### config.mk
export PLATFORM = sky130hd
export DESIGN_NAME = haptic_loop_control_regs
export DESIGN_NICKNAME = d
export VERILOG_FILES = /design/src/common/haptic_loop_control_pkg.sv /design/src/rtl/haptic_loop_control_regs.sv
export VERILOG_INCLUDE_DIRS = /design/src /design/src/common
export SDC_FILE = /design/constraint.sdc
export NUM_CORES = 1
export LEC_CHECK = 0
export BUFFER_PORTS_ARGS = -buffer_cell sky130_fd_sc_hd__buf_2
export CORE_UTILIZATION = 40
export DETAILED_ROUTE_END_ITERATION = 8
export PLACE_DENSITY = 0.6
export RECOVER_POWER = 100
export REMOVE_ABC_BUFFERS = 1
export SLEW_MARGIN = 15
export SYNTH_ARGS = -nofsm -noshare
export SYNTH_HDL_FRONTEND = slang
export SYNTH_SLANG_ARGS = --single-unit
### constraint.sdc
create_clock -name clk -period 7.2 [get_ports clk]
set_clock_uncertainty 0.05 [all_clocks]
set_input_delay 0.72 -clock clk [delete_from_list [all_inputs] [get_ports clk]]
set_output_delay 0.72 -clock clk [all_outputs]
set_load 0.05 [all_outputs]
### src/common/haptic_loop_control_defines.svh
// Offsets, field positions, reset values and timing figures of the loop control registers.
// Assumes a register access engine outside that issues one-cycle read and write strobes.
// Notes on behaviour
// - Brake ratio codes 0..6 scale braking gain 1,2,3,4,6,8,16; code 7 disables braking.
// - Loop gain sits at feedback bits 3..2, codes low/medium/high/very high, reset medium.
// - Loop gain setting steers how fast the loop chases the input level.
// - Back-EMF gain at bits 1..0, reset 2, meaning depends on ERM or LRA mode.
// - Calibration completion writes its chosen back-EMF gain into the field.
// - Boost bit 7, reset 1, raises loop gain during the overdrive phase.
// - Coupling bit 5, reset 0, turns on the 0.9 V common-mode drive.
// - LRA: drive time code, reset 0x13, is initial estimate: code*0.1 ms + 0.5 ms.
// - LRA: effective drive time keeps adjusting in real time from that estimate.
// - ERM: drive time code sets sampling interval: code*0.2 ms + 1 ms.
// - Direction bit: 0 unidirectional, 1 (reset) bidirectional where half input is zero.
`ifndef HAPTIC_LOOP_CONTROL_DEFINES_SVH
`define HAPTIC_LOOP_CONTROL_DEFINES_SVH

`define OFS_FEEDBACK_SETUP  8'h1a
`define OFS_LOOP_CTL_ONE    8'h1b
`define OFS_LOOP_CTL_TWO    8'h1c

`define RST_FEEDBACK_SETUP  8'h36
`define RST_LOOP_CTL_ONE    8'h93
`define RST_LOOP_CTL_TWO    8'he5

`define FB_ACT_TYPE_BIT     7
`define FB_BRAKE_MSB        6
`define FB_BRAKE_LSB        4
`define FB_LOOP_GAIN_MSB    3
`define FB_LOOP_GAIN_LSB    2
`define FB_BEMF_MSB         1
`define FB_BEMF_LSB         0
`define C1_BOOST_BIT        7
`define C1_RESERVED_BIT     6
`define C1_AC_COUPLING_ENABLE_BIT    5
`define C1_DRIVE_MSB        4
`define C1_DRIVE_LSB        0
`define C2_DIRECTION_BIT    7
`define C1_WRITE_MASK       8'hbf
`define BRAKE_OFF_CODE      3'h7
`define DRIVE_CODE_MAX      5'h1f

`define CLK_PERIOD_NS       20
`define LRA_STEP_US         100
`define LRA_BASE_US         500
`define ERM_STEP_US         200
`define ERM_BASE_US         1000

`endif

### src/common/haptic_loop_control_pkg.sv
// Types shared by the loop control register block.
// Assumes the defines header is compiled alongside.
package haptic_loop_control_pkg;
  typedef enum logic {
    ACT_ERM = 1'b0,
    ACT_LRA = 1'b1
  } actuator_mode_type;
  typedef logic [1:0] loop_gain_type;
  typedef logic [4:0] drive_code_type;
endpackage

### src/rtl/haptic_loop_control_regs.sv
// Register bank and derived controls of the closed-loop haptic feedback controller.
// Assumes the register strobes and loop signals all come from logic on clk.
`timescale 1ns/1ps
`include "haptic_loop_control_defines.svh"

module haptic_loop_control_regs
  import haptic_loop_control_pkg::*;
#(
  parameter int unsigned LRA_STEP_CYC = (`LRA_STEP_US * 1000) / `CLK_PERIOD_NS,
  parameter int unsigned LRA_BASE_CYC = (`LRA_BASE_US * 1000) / `CLK_PERIOD_NS,
  parameter int unsigned ERM_STEP_CYC = (`ERM_STEP_US * 1000) / `CLK_PERIOD_NS,
  parameter int unsigned ERM_BASE_CYC = (`ERM_BASE_US * 1000) / `CLK_PERIOD_NS
) (
  input  wire logic              clk,
  input  wire logic              sys_rst,
  input  wire logic [7:0]        regAddr,
  input  wire logic              regWrite,
  input  wire logic              regRead,
  input  wire logic [7:0]        regWdata,
  output logic      [7:0]        regRdata,
  input  wire logic              calDone,
  input  wire logic [1:0]        calBemfGain,
  input  wire logic              overdrivePhase,
  input  wire logic              driveAdjUp,
  input  wire logic              driveAdjDown,
  input  wire logic [7:0]        inputLevel,
  output actuator_mode_type      actuatorMode,
  output loop_gain_type          loopGainActive,
  output logic      [1:0]        backemfAmpGain,
  output logic      [4:0]        brakeMultiplier,
  output logic                   brakeEnable,
  output logic                   commonModeDriveEn,
  output drive_code_type         driveCodeActive,
  output logic                   driveIntervalTick,
  output logic signed [8:0]      driveTarget
);

  // Brake ratio code to gain multiplier
  function automatic logic [4:0] brake_mult(input logic [2:0] code);
    unique case (code)
      3'h0: brake_mult = 5'h01;
      3'h1: brake_mult = 5'h02;
      3'h2: brake_mult = 5'h03;
      3'h3: brake_mult = 5'h04;
      3'h4: brake_mult = 5'h06;
      3'h5: brake_mult = 5'h08;
      3'h6: brake_mult = 5'h10;
      3'h7: brake_mult = 5'h00;
    endcase
  endfunction

  // Interval length in cycles for a mode and code, minus one
  function automatic logic [31:0] interval_last(input actuator_mode_type mode,
                                                input drive_code_type code);
    logic [31:0] span;
    span = 32'h0;
    if (mode == ACT_LRA) begin
      span = 32'(LRA_BASE_CYC) + 32'(code) * 32'(LRA_STEP_CYC);
    end else begin
      span = 32'(ERM_BASE_CYC) + 32'(code) * 32'(ERM_STEP_CYC);
    end
    interval_last = span - 32'h1;
  endfunction

  logic [7:0]        fbSetup_reg,   fbSetup_next;
  logic [7:0]        ctlOne_reg,    ctlOne_next;
  logic [7:0]        ctlTwo_reg,    ctlTwo_next;
  logic [7:0]        rdata_reg,     rdata_next;
  drive_code_type    driveCode_reg, driveCode_next;
  logic [31:0]       tickCnt_reg,   tickCnt_next;
  logic              tick_reg,      tick_next;
  loop_gain_type     gainAct_reg,   gainAct_next;
  logic [4:0]        brakeMul_reg,  brakeMul_next;
  logic              brakeEn_reg,   brakeEn_next;
  logic signed [8:0] target_reg,    target_next;

  logic              wrFb;
  logic              wrOne;
  logic              wrTwo;
  actuator_mode_type modeNow;
  loop_gain_type     gainField;

  assign wrFb      = regWrite && (regAddr == `OFS_FEEDBACK_SETUP);
  assign wrOne     = regWrite && (regAddr == `OFS_LOOP_CTL_ONE);
  assign wrTwo     = regWrite && (regAddr == `OFS_LOOP_CTL_TWO);
  assign modeNow   = actuator_mode_type'(fbSetup_reg[`FB_ACT_TYPE_BIT]);
  assign gainField = fbSetup_reg[`FB_LOOP_GAIN_MSB:`FB_LOOP_GAIN_LSB];

  // Register writes; calibration result beats a host write in the same cycle
  always_comb begin
    fbSetup_next = fbSetup_reg;
    ctlOne_next  = ctlOne_reg;
    ctlTwo_next  = ctlTwo_reg;
    if (wrFb) begin
      fbSetup_next = regWdata;
    end
    if (calDone) begin
      fbSetup_next[`FB_BEMF_MSB:`FB_BEMF_LSB] = calBemfGain;
    end
    if (wrOne) begin
      ctlOne_next = regWdata & `C1_WRITE_MASK;
    end
    if (wrTwo) begin
      ctlTwo_next = regWdata;
    end
  end

  // Read data is registered, so it is valid the cycle after the strobe
  always_comb begin
    rdata_next = rdata_reg;
    if (regRead) begin
      unique case (regAddr)
        `OFS_FEEDBACK_SETUP: rdata_next = fbSetup_reg;
        `OFS_LOOP_CTL_ONE:   rdata_next = ctlOne_reg & `C1_WRITE_MASK;
        `OFS_LOOP_CTL_TWO:   rdata_next = ctlTwo_reg;
        default:             rdata_next = 8'h00;
      endcase
    end
  end

  always_ff @(posedge clk) begin
    if (sys_rst) begin
      fbSetup_reg <= `RST_FEEDBACK_SETUP;
      ctlOne_reg  <= `RST_LOOP_CTL_ONE;
      ctlTwo_reg  <= `RST_LOOP_CTL_TWO;
      rdata_reg   <= 8'h00;
    end else begin
      fbSetup_reg <= fbSetup_next;
      ctlOne_reg  <= ctlOne_next;
      ctlTwo_reg  <= ctlTwo_next;
      rdata_reg   <= rdata_next;
    end
  end

  // Effective drive code: LRA tracks loop trims, ERM follows the field as written
  always_comb begin
    driveCode_next = driveCode_reg;
    if (wrOne) begin
      driveCode_next = regWdata[`C1_DRIVE_MSB:`C1_DRIVE_LSB];
    end else if (modeNow == ACT_ERM) begin
      driveCode_next = ctlOne_reg[`C1_DRIVE_MSB:`C1_DRIVE_LSB];
    end else if (driveAdjUp && !driveAdjDown && driveCode_reg != `DRIVE_CODE_MAX) begin
      driveCode_next = driveCode_reg + 5'h01;
    end else if (driveAdjDown && !driveAdjUp && driveCode_reg != 5'h00) begin
      driveCode_next = driveCode_reg - 5'h01;
    end
  end

  // Interval timer; a shortened code takes effect at once rather than next period
  always_comb begin
    tickCnt_next = tickCnt_reg + 32'h1;
    tick_next    = 1'b0;
    if (tickCnt_reg >= interval_last(modeNow, driveCode_reg)) begin
      tickCnt_next = 32'h0;
      tick_next    = 1'b1;
    end
  end

  always_ff @(posedge clk) begin
    if (sys_rst) begin
      driveCode_reg <= 5'h13;
      tickCnt_reg   <= 32'h0;
      tick_reg      <= 1'b0;
    end else begin
      driveCode_reg <= driveCode_next;
      tickCnt_reg   <= tickCnt_next;
      tick_reg      <= tick_next;
    end
  end

  // Gain and input shaping for the loop
  always_comb begin
    gainAct_next = gainField;
    if (ctlOne_reg[`C1_BOOST_BIT] && overdrivePhase && gainField != 2'h3) begin
      gainAct_next = gainField + 2'h1;
    end
    brakeMul_next = brake_mult(fbSetup_reg[`FB_BRAKE_MSB:`FB_BRAKE_LSB]);
    brakeEn_next  = fbSetup_reg[`FB_BRAKE_MSB:`FB_BRAKE_LSB] != `BRAKE_OFF_CODE;
    if (ctlTwo_reg[`C2_DIRECTION_BIT]) begin
      target_next = $signed({1'b0, inputLevel}) - 9'sh080;
    end else begin
      target_next = $signed({1'b0, inputLevel});
    end
  end

  always_ff @(posedge clk) begin
    if (sys_rst) begin
      gainAct_reg  <= 2'h1;
      brakeMul_reg <= 5'h04;
      brakeEn_reg  <= 1'b1;
      target_reg   <= 9'sh000;
    end else begin
      gainAct_reg  <= gainAct_next;
      brakeMul_reg <= brakeMul_next;
      brakeEn_reg  <= brakeEn_next;
      target_reg   <= target_next;
    end
  end

  assign regRdata          = rdata_reg;
  assign actuatorMode      = modeNow;
  assign loopGainActive    = gainAct_reg;
  assign backemfAmpGain    = fbSetup_reg[`FB_BEMF_MSB:`FB_BEMF_LSB];
  assign brakeMultiplier   = brakeMul_reg;
  assign brakeEnable       = brakeEn_reg;
  assign commonModeDriveEn = ctlOne_reg[`C1_AC_COUPLING_ENABLE_BIT];
  assign driveCodeActive   = driveCode_reg;
  assign driveIntervalTick = tick_reg;
  assign driveTarget       = target_reg;
endmodule // haptic_loop_control_regs

**Word-level counts from Yosys, hierarchy flattened**

Memories as Yosys holds them, arrays and structs flattened. A register that Yosys moved wholly into a read port is not among the register bits.
Index checks and enable logic that the tools add are counted.

- Memory bits (read-only): 40
- Output and inout port bits: 35
- Register bits: 81
- Memory bits (writable): 0
- Bits in latches: 0
- Input bits: 34
- Word-level logic and storage cells: 58
- Memories: 1

Memories:

| memory | words | width | read ports | clocked after memory_dff | wr ports | line | source |
|---|---|---|---|---|---|---|---|
| (no name shown) | 8 | 5 | 1 | 1 | 0 | haptic_loop_control_regs.sv:40 | `unique case (code)` |

- $add $sub $neg: 8
- Divide/modulo/power cells: 0
- Bitwise operators: 1
- Equality and inequality tests: 7
- Muxes and demuxes: 11
- $mul: 2
- Reduce and logical (&&, ||, !) cells: 15
- Order comparisons: 1
- Shift-type cells: 0

Operator list:

| operator | number |
|---|---|
| 32-bit by 1-bit adder with 32-bit output (second input constant) | 1 |
| 32-bit greater-or-equal comparator | 1 |
| 32-bit by 1-bit subtractor with 32-bit output (second input constant) | 1 |
| 5-bit by 10-bit multiplier with 15-bit output (second input constant) | 2 |
| 8-bit by 5-bit == test with 1-bit output (second input constant) | 3 |
| 8-bit case mux with 3 select lines | 1 |
| 16-bit by 19-bit adder with 20-bit output (first input constant) | 1 |
| 20-bit 2-to-1 mux | 1 |
| 5-bit 2-to-1 mux | 4 |
| 15-bit by 18-bit adder with 19-bit output (first input constant) | 1 |
| 1-bit logical AND | 9 |
| 8-bit by 8-bit subtractor with 9-bit output (second input constant) | 1 |
| 8-bit 2-to-1 mux | 1 |
| 2-bit 2-to-1 mux | 3 |
| 5-bit by 1-bit adder with 5-bit output (second input constant) | 1 |
| 5-bit inequality test (second input constant) | 1 |
| 5-bit nonzero test | 1 |
| 5-bit by 1-bit subtractor with 5-bit output (second input constant) | 1 |
| 4-bit by 1-bit inequality test with 1-bit output (second input constant) | 1 |
| 2-bit OR reduction | 2 |
| 3-bit inequality test (second input constant) | 1 |
| 2-bit by 1-bit adder with 2-bit output (second input constant) | 1 |
| 1-bit zero test | 2 |
| 2-bit inequality test (second input constant) | 1 |
| other kinds (3) | 3 |

**Longest topological paths before layout**

Gate-level depths: netlist of the first run.

- Depth in word-level cells: 7
- Mapped depth: 27

**Least setup slack after synthesis of the first run**

Ideal clock, no wire load.

- Kind: register to register
- From: register driveCode_reg[2] (netlist: driveCodeActive[2])
- To: register tickCnt_reg[10]
- Stages on the path, launching flop included: 24
- Setup time: 0.065 ns
- Setup slack: 0.958 ns
- Required time: 7.085 ns
- Clock period less this slack: 6.242 ns
- Arrival time: 6.127 ns
- Buffers on the path: 1
- Path through: dfxtp_1 inv_1 fa_1 fa_1 ha_1 nor2b_1 or4_4 and2_4 nor3b_4 xor2_2 nor4b_4 xnor2_1 a22oi_2 ha_1 a21o_1 a21o_1 a21oi_1 o21ai_0 a211oi_1 a31oi_1 a211oi_1 nand2b_1 clkbuf_1 nor2_1

- Cells in the longest elaborated chain, start to end: 6
- Elaborated cells between the ends (all ways): 8
- Classes of those cells: add/sub: 3; mul: 2; order compare: 1; mux: 1; reduce/logical: 1

RTL lines:

| element | line | source |
|---|---|---|
| start, declared | haptic_loop_control_regs.sv:69 | `drive_code_type driveCode_reg, driveCode_next;` |
| start signal, assigned | haptic_loop_control_regs.sv:165 | `driveCode_reg <= driveCode_next;` |
| 5-bit by 10-bit multiplier with 15-bit output | haptic_loop_control_regs.sv:58, haptic_loop_control_regs.sv:60 |  |
| 16-bit by 19-bit adder with 20-bit output or 15-bit by 18-bit adder with 19-bit output (tied branches) | haptic_loop_control_regs.sv:60, haptic_loop_control_regs.sv:58 |  |
| 20-bit 2-to-1 mux (*) | haptic_loop_control_regs.sv:57 | `if (mode == ACT_LRA) begin` |
| 32-bit by 1-bit subtractor with 32-bit output (*) | haptic_loop_control_regs.sv:62 | `interval_last = span - 32'h1;` |
| 32-bit greater-or-equal comparator (*) | haptic_loop_control_regs.sv:153 | `if (tickCnt_reg >= interval_last(modeNow, driveCode_reg)) begin` |
| 2-bit OR reduction (no source line) (*) | - |  |
| end signal, assigned | haptic_loop_control_regs.sv:166 | `tickCnt_reg <= tickCnt_next;` |
| end, declared | haptic_loop_control_regs.sv:70 | `logic [31:0] tickCnt_reg, tickCnt_next;` |

Mark *: on every way between the ends. The rest lies on a longest branch, timed or not.
A chain may end at the register's enable or synchronous reset.

**Worst setup path in the final report of the first run**

- From: register driveCode_reg[4] (netlist: driveCodeActive[4])
- To: register tickCnt_reg[28]

Same word-level chain as after synthesis.

==> impl_metrics.yaml, run 1 <==
run_status:
  status: "complete, but fails checks"
  violations: "capacitance limit, slew limit"
min_path:
  holdCritStartpoint: "tickCnt_reg[0]$_SDFF_PP0_"
  whs_path_depth: 1
  hold_path_class: "reg2reg"
  whs_endpoint: "tickCnt_reg[0]$_SDFF_PP0_"
yosys:
  synth.distinct_cells: 75
  avgSynthCellArea_um2: 8.45
  synth_top_flop_cell: "dfxtp_1"
  synth_area_mm2: 0.00592
  netlist_top_cells_count: "nor2_1 (99), dfxtp_1 (86), nand2_1 (70), ha_1 (63), a21oi_1 (51)"
  ys_top_cells_by_area: "dfxtp_1 (29%), ha_1 (13%), nor2_1 (6.3%)"
  synthesis.instances: 701
  synth_warnings: 0
  ys_ff_latch: 86
  ys_seq_area_share_pct: 29.1
  yosysTopAreaCell: "dfxtp_1"
  synth_edf_count: 0
  synthArstFlopShare_pct: 0
  synth_top_area_share_pct: 29.1
  yosysMostFrequentCell: "nor2_1"
routing:
  wl_um: 13700
  ant_nets: 0
  vias: 5120
  wl_per_cell_um: 14.2
  via_per_inst: 5.33
  drtIter0Drc: 303
  drc: 0
  first_pass_iters: 4
critical_path:
  reg2reg_slack_ns: 0.70
  rr_startpoint: "driveCodeActive[4]$_SDFFE_PP1P_"
  cp.required_ns: 7.43
  critPathLaunch: "driveCodeActive[4]$_SDFFE_PP1P_"
  r2r_end: "tickCnt_reg[28]$_SDFF_PP0_"
  crit_fanout: 25
  cp.arrival_ns: 6.73
  startpoint_type: "register"
  critPathKind: "reg2reg"
  reg2reg_depth: 23
  cp-end-kind: "register"
cts:
  clkLatencyLatePin_ns: 0.34
  numClockSinks: 86
  cts_resized: 0
  hold_buffers: 0
  cts_buffers: 9
  postCtsSetupRepairBufs: 0
  clockBufferDepth: 2
  cts-root-buf: "clkbuf_16"
  cts_tree: "built"
  clkTransAtPathRegs_ns: 0.06
  h-tree-depth: 3
place:
  place_hpwl_um: 10400
  place_congestion: 0.834
  io_buffers: 68
finish:
  syn2layout_area_growth_pct: 13.9
  n_antenna_cell: 0
  layout.nets: 874
  layout-drive-gt1-share_pct: 10.3
  largest_reg_flops: 32
global_routing:
  grt_max_degree: 56
  gr-total-overflow: 0
  grt_pass1_vias: 4749
  grt_first_pass_wirelength_um: 22100
  antenna_found_initial: 0
  grt.total_usage_pct: 18.3
sta:
  timing.hold.ws_ns: 0.414
  max-slew-margin-rel_pct: -56.4
  min_period_ns: 6.50
  tightest_slew_ns: 2.35
  finalMaxSlewViolations: 91
  rsz0062_at_grt: "false"
  finalCritPeriodShare_pct: 90.3
  tns_ns: 0
  hold_violations: 0
  fmax_ghz: 0.154
  final-setup-viol-count: 0
pwr:
  p_total_uw: 1080
  cellLeakagePower_uw: 0.00283
  power_per_cell_area_mw_per_mm2: 159
  vdd_drop_max_mv: 0.204
floorplanning:
  io_pins: 69
  coreArea_mm2: 0.0145
  die_w_um: 124
  die_area_mm2: 0.0153
  rows: 44
  start_util_pct: 40.9
  die_height_um: 124
run:
  maxCapViolCount: 2
==> layout make-up <==
| type | count | area (um2) |
|---|---|---|
| clock buffers | 10 | 239 |
| flip-flops and latches | 86 | 1720 |
| fillers | 1448 | 7730 |
| repair buffers | 73 | 330 |
| inverters | 23 | 86.3 |
| well taps | 184 | 230 |
| clock inverters | 5 | 82.6 |
| multi-input cells | 579 | 4060 |
==> report_power, final <==
part | switching (uW) | total, uW | internal, uW
Clock | 190 | 503 | 312
Combinational | 57.1 | 87.4 | 30.3
Sequential | 3.25 | 485 | 482
Total | 251 | 1080 | 824
==> cell families (layout without fill, tap and decap cells) <==
family | Yosys count | in the layout | synth area share [%]
AND/OR/NAND/NOR | 283 | 283 | 23.7
AO/OA/AOI/OAI | 143 | 143 | 17.3
flip-flops | 86 | 86 | 29.1
adder cells (fa/ha/maj) | 68 | 68 | 15.0
XOR/XNOR | 55 | 55 | 8.62
buffers and inverters | 48 | 111 | 3.23
multiplexers | 17 | 17 | 2.98
other | 1 | 13 | 0.0633
==> worst max-delay path by stage <==
stage / to / slack [ns] / depth (start not counted)
floorplan: tickCnt_reg[10]$_SDFF_PP0_ / 0.67 / 22
global placement: tickCnt_reg[17]$_SDFF_PP0_ / 0.83 / 23
detailed placement: tickCnt_reg[19]$_SDFF_PP0_ / 0.51 / 23
CTS: tickCnt_reg[28]$_SDFF_PP0_ / 0.48 / 23
global route: tickCnt_reg[28]$_SDFF_PP0_ / 0.12 / 25
finish: tickCnt_reg[28]$_SDFF_PP0_ / 0.70 / 23
==> per-layer routing <==
layer / vias up / share of wire [%] / track usage (%)
li1: 2618 / - / -
met1: 2437 / 47 / 23.3
met2: 58 / 50 / 31.7
met3: 7 / 2.8 / 3.98
met4: 0 / 0.75 / 3.61
met5: - / 0 / 0
==> layout by cell type (no fill, tap or decap), types with 12 or more instances in the layout <==
master	n
a21o_1	16
a21oi_1	51
and3_1	12
buf_2	33
clkbuf_1	36
conb_1	13
dfxtp_1	85
ha_1	63
inv_1	23
mux2i_1	12
nand2_1	70
nand3_1	28
nor2_1	99
o21ai_0	12
xnor2_1	20
xor2_1	32
==> critical path, stage by stage, from the launching register on <==
cell and delay, ns:
dfxtp_1 0.58, fa_1 0.49, ha_1 0.20, fa_1 0.43, ha_1 0.40, nor2b_1 0.19
o31ai_2 0.56, and2_4 0.29, a32oi_1 0.07, o211ai_2 0.42, nor2_1 0.17, a31oi_1 0.22
a22oi_2 0.12, ha_1 0.33, a21o_1 0.19, a21o_1 0.18, a21oi_1 0.13, o21ai_0 0.10
a211oi_1 0.23, a31oi_1 0.12, a211oi_1 0.29, nand2b_1 0.24, buf_4 0.29, nor2_1 0.13
==> metrics by stage <==
step,worst slack (ns),utilization (%),cells,area [um2]
3_5_place_dp,0.508,44.7,945,6470
5_1_grt,0.122,46.6,960,6750
6_report,0.698,46.6,960,6750
2_1_floorplan,0.673,-,688,5860
4_1_cts,0.484,46.9,960,6790
3_3_place_gp,0.827,44.7,945,6470
(Power assumes the default switching activity.)
==> run 2: changes to the inputs <==
CORE_UTILIZATION = 30   (was 40)
PLACE_DENSITY = 0.49   (was 0.6)
==> impl_metrics.yaml, run 2 (synthesis results as in run 1) <==
global_routing:
  globalRouteMet3Util_pct: 3.26
  use_met2_pct: 23.1
  antenna_found_initial: 0
  grt_max_degree: 56
  met1_usage_pct: 18.9
  grt_pass1_vias: 4706
  grt.total_usage_pct: 14.2
  grt_busiest_layer: "met2"
  grt_first_pass_wirelength_um: 23200
  gr-total-overflow: 0
critical_path:
  crit_fanout: 13
  cp-end-kind: "register"
  cp.required_ns: 7.43
  cpMaxStageDelayCell: "dfxtp_1"
  critPathKind: "reg2reg"
  reg2reg_slack_ns: 0.78
  path_cells: "inv_1 -> fa_1 -> fa_1 -> ha_1 -> nor2b_1 -> or4_4 -> and2_4 -> nor3b_4 -> xor2_2 -> nor4b_4 -> xnor2_1 -> a22oi_2 -> ha_1 -> a21o_1 -> a21o_1 -> a21oi_1 -> o21ai_0 -> a211oi_1 -> a31oi_1 -> a211oi_1 -> nand2b_1 -> clkbuf_2 -> nor2_1"
  max_stage_delay_ns: 0.64
  startpoint_type: "register"
  cp.arrival_ns: 6.65
routing:
  wl_per_cell_um: 13.3
  drtIter0Drc: 239
  drc: 0
  first_pass_iters: 4
  ant_nets: 0
  wl_um: 13900
  via_per_inst: 4.77
  vias: 4974
finish:
  layout.nets: 875
  n_antenna_cell: 0
  fin_cells: 1043
  final_cell_mix: "nor2_1 (99), dfxtp_1 (86), nand2_1 (70)"
  mostFrequentLayoutCell: "nor2_1"
  finalInstanceArea_mm2: 0.00682
  layout-drive-gt1-share_pct: 10.2
  syn2layout_area_growth_pct: 15.2
  fill_cells: 2111
  largest_reg_flops: 32
sta:
  tns_ns: 0
  finalMaxSlewViolations: 91
  tightest_slew_ns: 2.47
  min_period_ns: 6.42
  finalCritPeriodShare_pct: 89.2
  fmax_ghz: 0.156
  max-slew-margin-rel_pct: -64.8
  hold_violations: 0
  final-setup-viol-count: 0
  rsz0062_at_grt: "false"
cts:
  clkTransAtPathRegs_ns: 0.07
  numClockSinks: 86
  cts_tree: "built"
  postCtsSetupRepairBufs: 0
  h-tree-depth: 3
  cts_buffers: 9
  clkLatencyLatePin_ns: 0.34
  clockBufferDepth: 2
  cts-root-buf: "clkbuf_16"
  cts_resized: 0
  hold_buffers: 0
pwr:
  power_per_cell_area_mw_per_mm2: 153
  vdd_drop_max_mv: 0.101
  cellLeakagePower_uw: 0.00282
floorplanning:
  io_pins: 69
  die_area_mm2: 0.0203
  die_height_um: 143
  rows: 51
  coreArea_mm2: 0.0194
  start_util_pct: 30.5
  die_w_um: 143
run_status:
  violations: "capacitance limit, slew limit"
  status: "complete, but fails checks"
place:
  place_inst: 1027
  io_buffers: 68
  place_congestion: 0.764
  place_hpwl_um: 10400
  placed_area_mm2: 0.00658
run:
  maxCapViolCount: 2
min_path:
  hold_path_class: "reg2reg"
-- run 2: layout make-up --
class                           count  area [um2]  share of cell area (%)
Multi-Input combinational cell    579        4060                    59.5
Sequential cell                    86        1720                    25.2
Timing Repair Buffer               74         335                    4.91
Tap cell                          265         332                    4.86
Clock buffer                       11         233                    3.41
Inverter                           23        86.3                    1.27
Clock inverter                      5        58.8                   0.862
-- run 2: path summary, 6_finish.rpt --
check / start / endpoint / cells past startpoint
max: driveCodeActive[2]$_SDFFE_PP0P_ / tickCnt_reg[20]$_SDFF_PP0_ / 23
min: ctlTwo_reg[4]$_SDFFE_PP0P_ / ctlTwo_reg[4]$_SDFFE_PP0P_ / 2
max reg2reg: driveCodeActive[2]$_SDFFE_PP0P_ / tickCnt_reg[20]$_SDFF_PP0_ / 23
min reg2reg: ctlTwo_reg[4]$_SDFFE_PP0P_ / ctlTwo_reg[4]$_SDFFE_PP0P_ / 2
-- run 2: stage by stage --
step / power (uW) / hold WS (ns) / util (%) / setup WS [ns]
5_1_grt: 1090 / 0.440 / 35.2 / 0.119
6_report: 1040 / 0.413 / 35.2 / 0.776
3_5_place_dp: 584 / 0.396 / 33.9 / 0.769
4_1_cts: 1060 / 0.411 / 35.4 / 0.726
3_3_place_gp: 585 / 0.393 / 33.9 / 0.863
2_1_floorplan: 552 / 0.374 / - / 0.673
-- run 2: metal layers --
metal | part of all wire (%) | wire length, um
met3 | 2.6 | 358
met5 | 0 | 0
met2 | 46 | 6360
met1 | 51 | 7030
met4 | 0.94 | 131
-- run 2: power breakdown --
group	switching [uW]	leakage [uW]	internal (uW)
combinational	56.8	0.00198	30.3
sequential	3.09	0.000697	481
clock	201	0.000136	270
-- run 2: critical path, delay by kind of cell (launching register included) --
family	cells	cell delay, ns
compound gates	8	1.31
xor+xnor	2	0.47
fa+ha+maj	4	1.68
buf+inv	2	0.49
flops	1	0.64
simple gates	7	1.73
==> run 3: changes to the inputs <==
RECOVER_POWER = 25   (was 100)
==> impl_metrics.yaml, run 3 (synthesis results as in run 1) <==
run_status:
  status: "complete, but fails checks"
  violations: "capacitance limit, slew limit"
pwr:
  cellLeakagePower_uw: 0.00290
  vdd_drop_max_mv: 0.102
  power_per_cell_area_mw_per_mm2: 152
place:
  pre_cts_ws_ns: 0.769
  place_hpwl_um: 10400
  place_congestion: 0.764
  io_buffers: 68
global_routing:
  gr-total-overflow: 0
  grt_max_degree: 56
  antenna_found_initial: 0
  grt_first_pass_wirelength_um: 23200
  grt_pass1_vias: 4706
  grt.total_usage_pct: 14.2
min_path:
  holdCritStartpoint: "ctlTwo_reg[4]$_SDFFE_PP0P_"
  hold_path_class: "reg2reg"
  whs_path_depth: 2
  whs_endpoint: "ctlTwo_reg[4]$_SDFFE_PP0P_"
routing:
  drc: 0
  ant_nets: 0
  drtIter0Drc: 243
  first_pass_iters: 4
  wl_per_cell_um: 13.3
  vias: 4964
  wl_um: 13900
  via_per_inst: 4.76
critical_path:
  cp-end-kind: "register"
  r2r_end: "tickCnt_reg[5]$_SDFF_PP0_"
  startpoint_type: "register"
  critPathKind: "reg2reg"
  reg2reg_depth: 23
  rr_startpoint: "driveCodeActive[2]$_SDFFE_PP0P_"
  cp.required_ns: 7.43
  crit_fanout: 20
  max_stage_delay_ns: 0.64
  cp.arrival_ns: 6.62
  path_cells: "inv_1 -> fa_1 -> fa_1 -> ha_1 -> nor2b_1 -> or4_4 -> and2_4 -> nor3b_4 -> xor2_2 -> nor4b_4 -> xnor2_1 -> a22oi_2 -> ha_1 -> a21o_1 -> a21o_1 -> a21oi_1 -> o21ai_0 -> a211oi_1 -> a31oi_1 -> a211oi_1 -> nand2b_1 -> buf_4 -> nor2_1"
  reg2reg_slack_ns: 0.80
  cpMaxStageDelayCell: "dfxtp_1"
cts:
  numClockSinks: 86
  hold_buffers: 0
  cts_resized: 0
  clkTransAtPathRegs_ns: 0.07
  postCtsSetupRepairBufs: 0
  cts-root-buf: "clkbuf_16"
  h-tree-depth: 3
  clkLatencyLatePin_ns: 0.35
  cts_buffers: 9
  cts_tree: "built"
  clockBufferDepth: 2
floorplanning:
  coreArea_mm2: 0.0194
  start_util_pct: 30.5
  die_w_um: 143
  die_height_um: 143
  rows: 51
  die_area_mm2: 0.0203
  io_pins: 69
run:
  maxCapViolCount: 1
finish:
  largest_reg_flops: 32
  layout-drive-gt1-share_pct: 13.1
  syn2layout_area_growth_pct: 15.7
  layout.nets: 875
  n_antenna_cell: 0
  final_cell_mix: "nor2_1 (99), dfxtp_1 (86), nand2_1 (70)"
  mostFrequentLayoutCell: "nor2_1"
  postLayoutCoreUtil_pct: 35.3
sta:
  tns_ns: 0
  tightest_slew_ns: 2.42
  finalMaxSlewViolations: 56
  setup_ws_ns: 0.804
  min_period_ns: 6.40
  final-setup-viol-count: 0
  max-slew-margin-rel_pct: -61.2
  rsz0062_at_grt: "false"
  hold_violations: 0
  finalCritPeriodShare_pct: 88.8
  fmax_ghz: 0.156
## run 3: cell type report
class	count	area, um2
Fill cell	2102	12500
Multi-Input combinational cell	579	4060
Sequential cell	86	1720
Timing Repair Buffer	74	368
Tap cell	265	332
Clock buffer	11	233
Inverter	23	86.3
Clock inverter	5	58.8
## run 3: per-layer routing
layer / wire (um) / up-vias / track usage, %
met5: 0 / - / 0
met4: 133 / 0 / 3.68
met3: 322 / 8 / 3.26
met2: 6350 / 42 / 23.1
met1: 7070 / 2303 / 18.9
li1: - / 2611 / -
## run 3: power by group
group | switching [uW] | internal, uW | total (uW)
Combinational | 56.7 | 30.9 | 87.6
Clock | 202 | 270 | 472
Sequential | 3.05 | 481 | 484
Total | 261 | 782 | 1040
## run 3: critical path: cells and delay by family (launching register included)
family	cells	cell delay, ns
and+or+nand+nor	7	1.71
adders and majority gates	4	1.66
AOI/OAI and AO/OA	8	1.31
DFF	1	0.64
buffers and inverters	2	0.48
xor gates and xnor gates	2	0.47
## run 3: how the worst max path moves through the flow
stage | startpoint | to | slack, ns
after global routing | driveCodeActive[2]$_SDFFE_PP0P_ | tickCnt_reg[9]$_SDFF_PP0_ | 0.17
after global placement | driveCodeActive[2]$_SDFFE_PP0P_ | tickCnt_reg[2]$_SDFF_PP0_ | 0.86
after floorplan | driveCodeActive[3]$_SDFFE_PP0P_ | tickCnt_reg[10]$_SDFF_PP0_ | 0.67
final | driveCodeActive[2]$_SDFFE_PP0P_ | tickCnt_reg[5]$_SDFF_PP0_ | 0.80
after CTS | driveCodeActive[2]$_SDFFE_PP0P_ | tickCnt_reg[3]$_SDFF_PP0_ | 0.73
after detailed placement | driveCodeActive[2]$_SDFFE_PP0P_ | tickCnt_reg[3]$_SDFF_PP0_ | 0.77
## run 3: metrics by stage
stage	power, uW	hold slack (ns)	std cells	instance area, um2
after detailed placement	584	0.396	1027	6580
after global placement	585	0.393	1027	6580
after floorplan	552	0.374	688	5860
final	1040	0.414	1043	6860
after CTS	1060	0.411	1043	6870
after global routing	1090	0.440	1043	6860
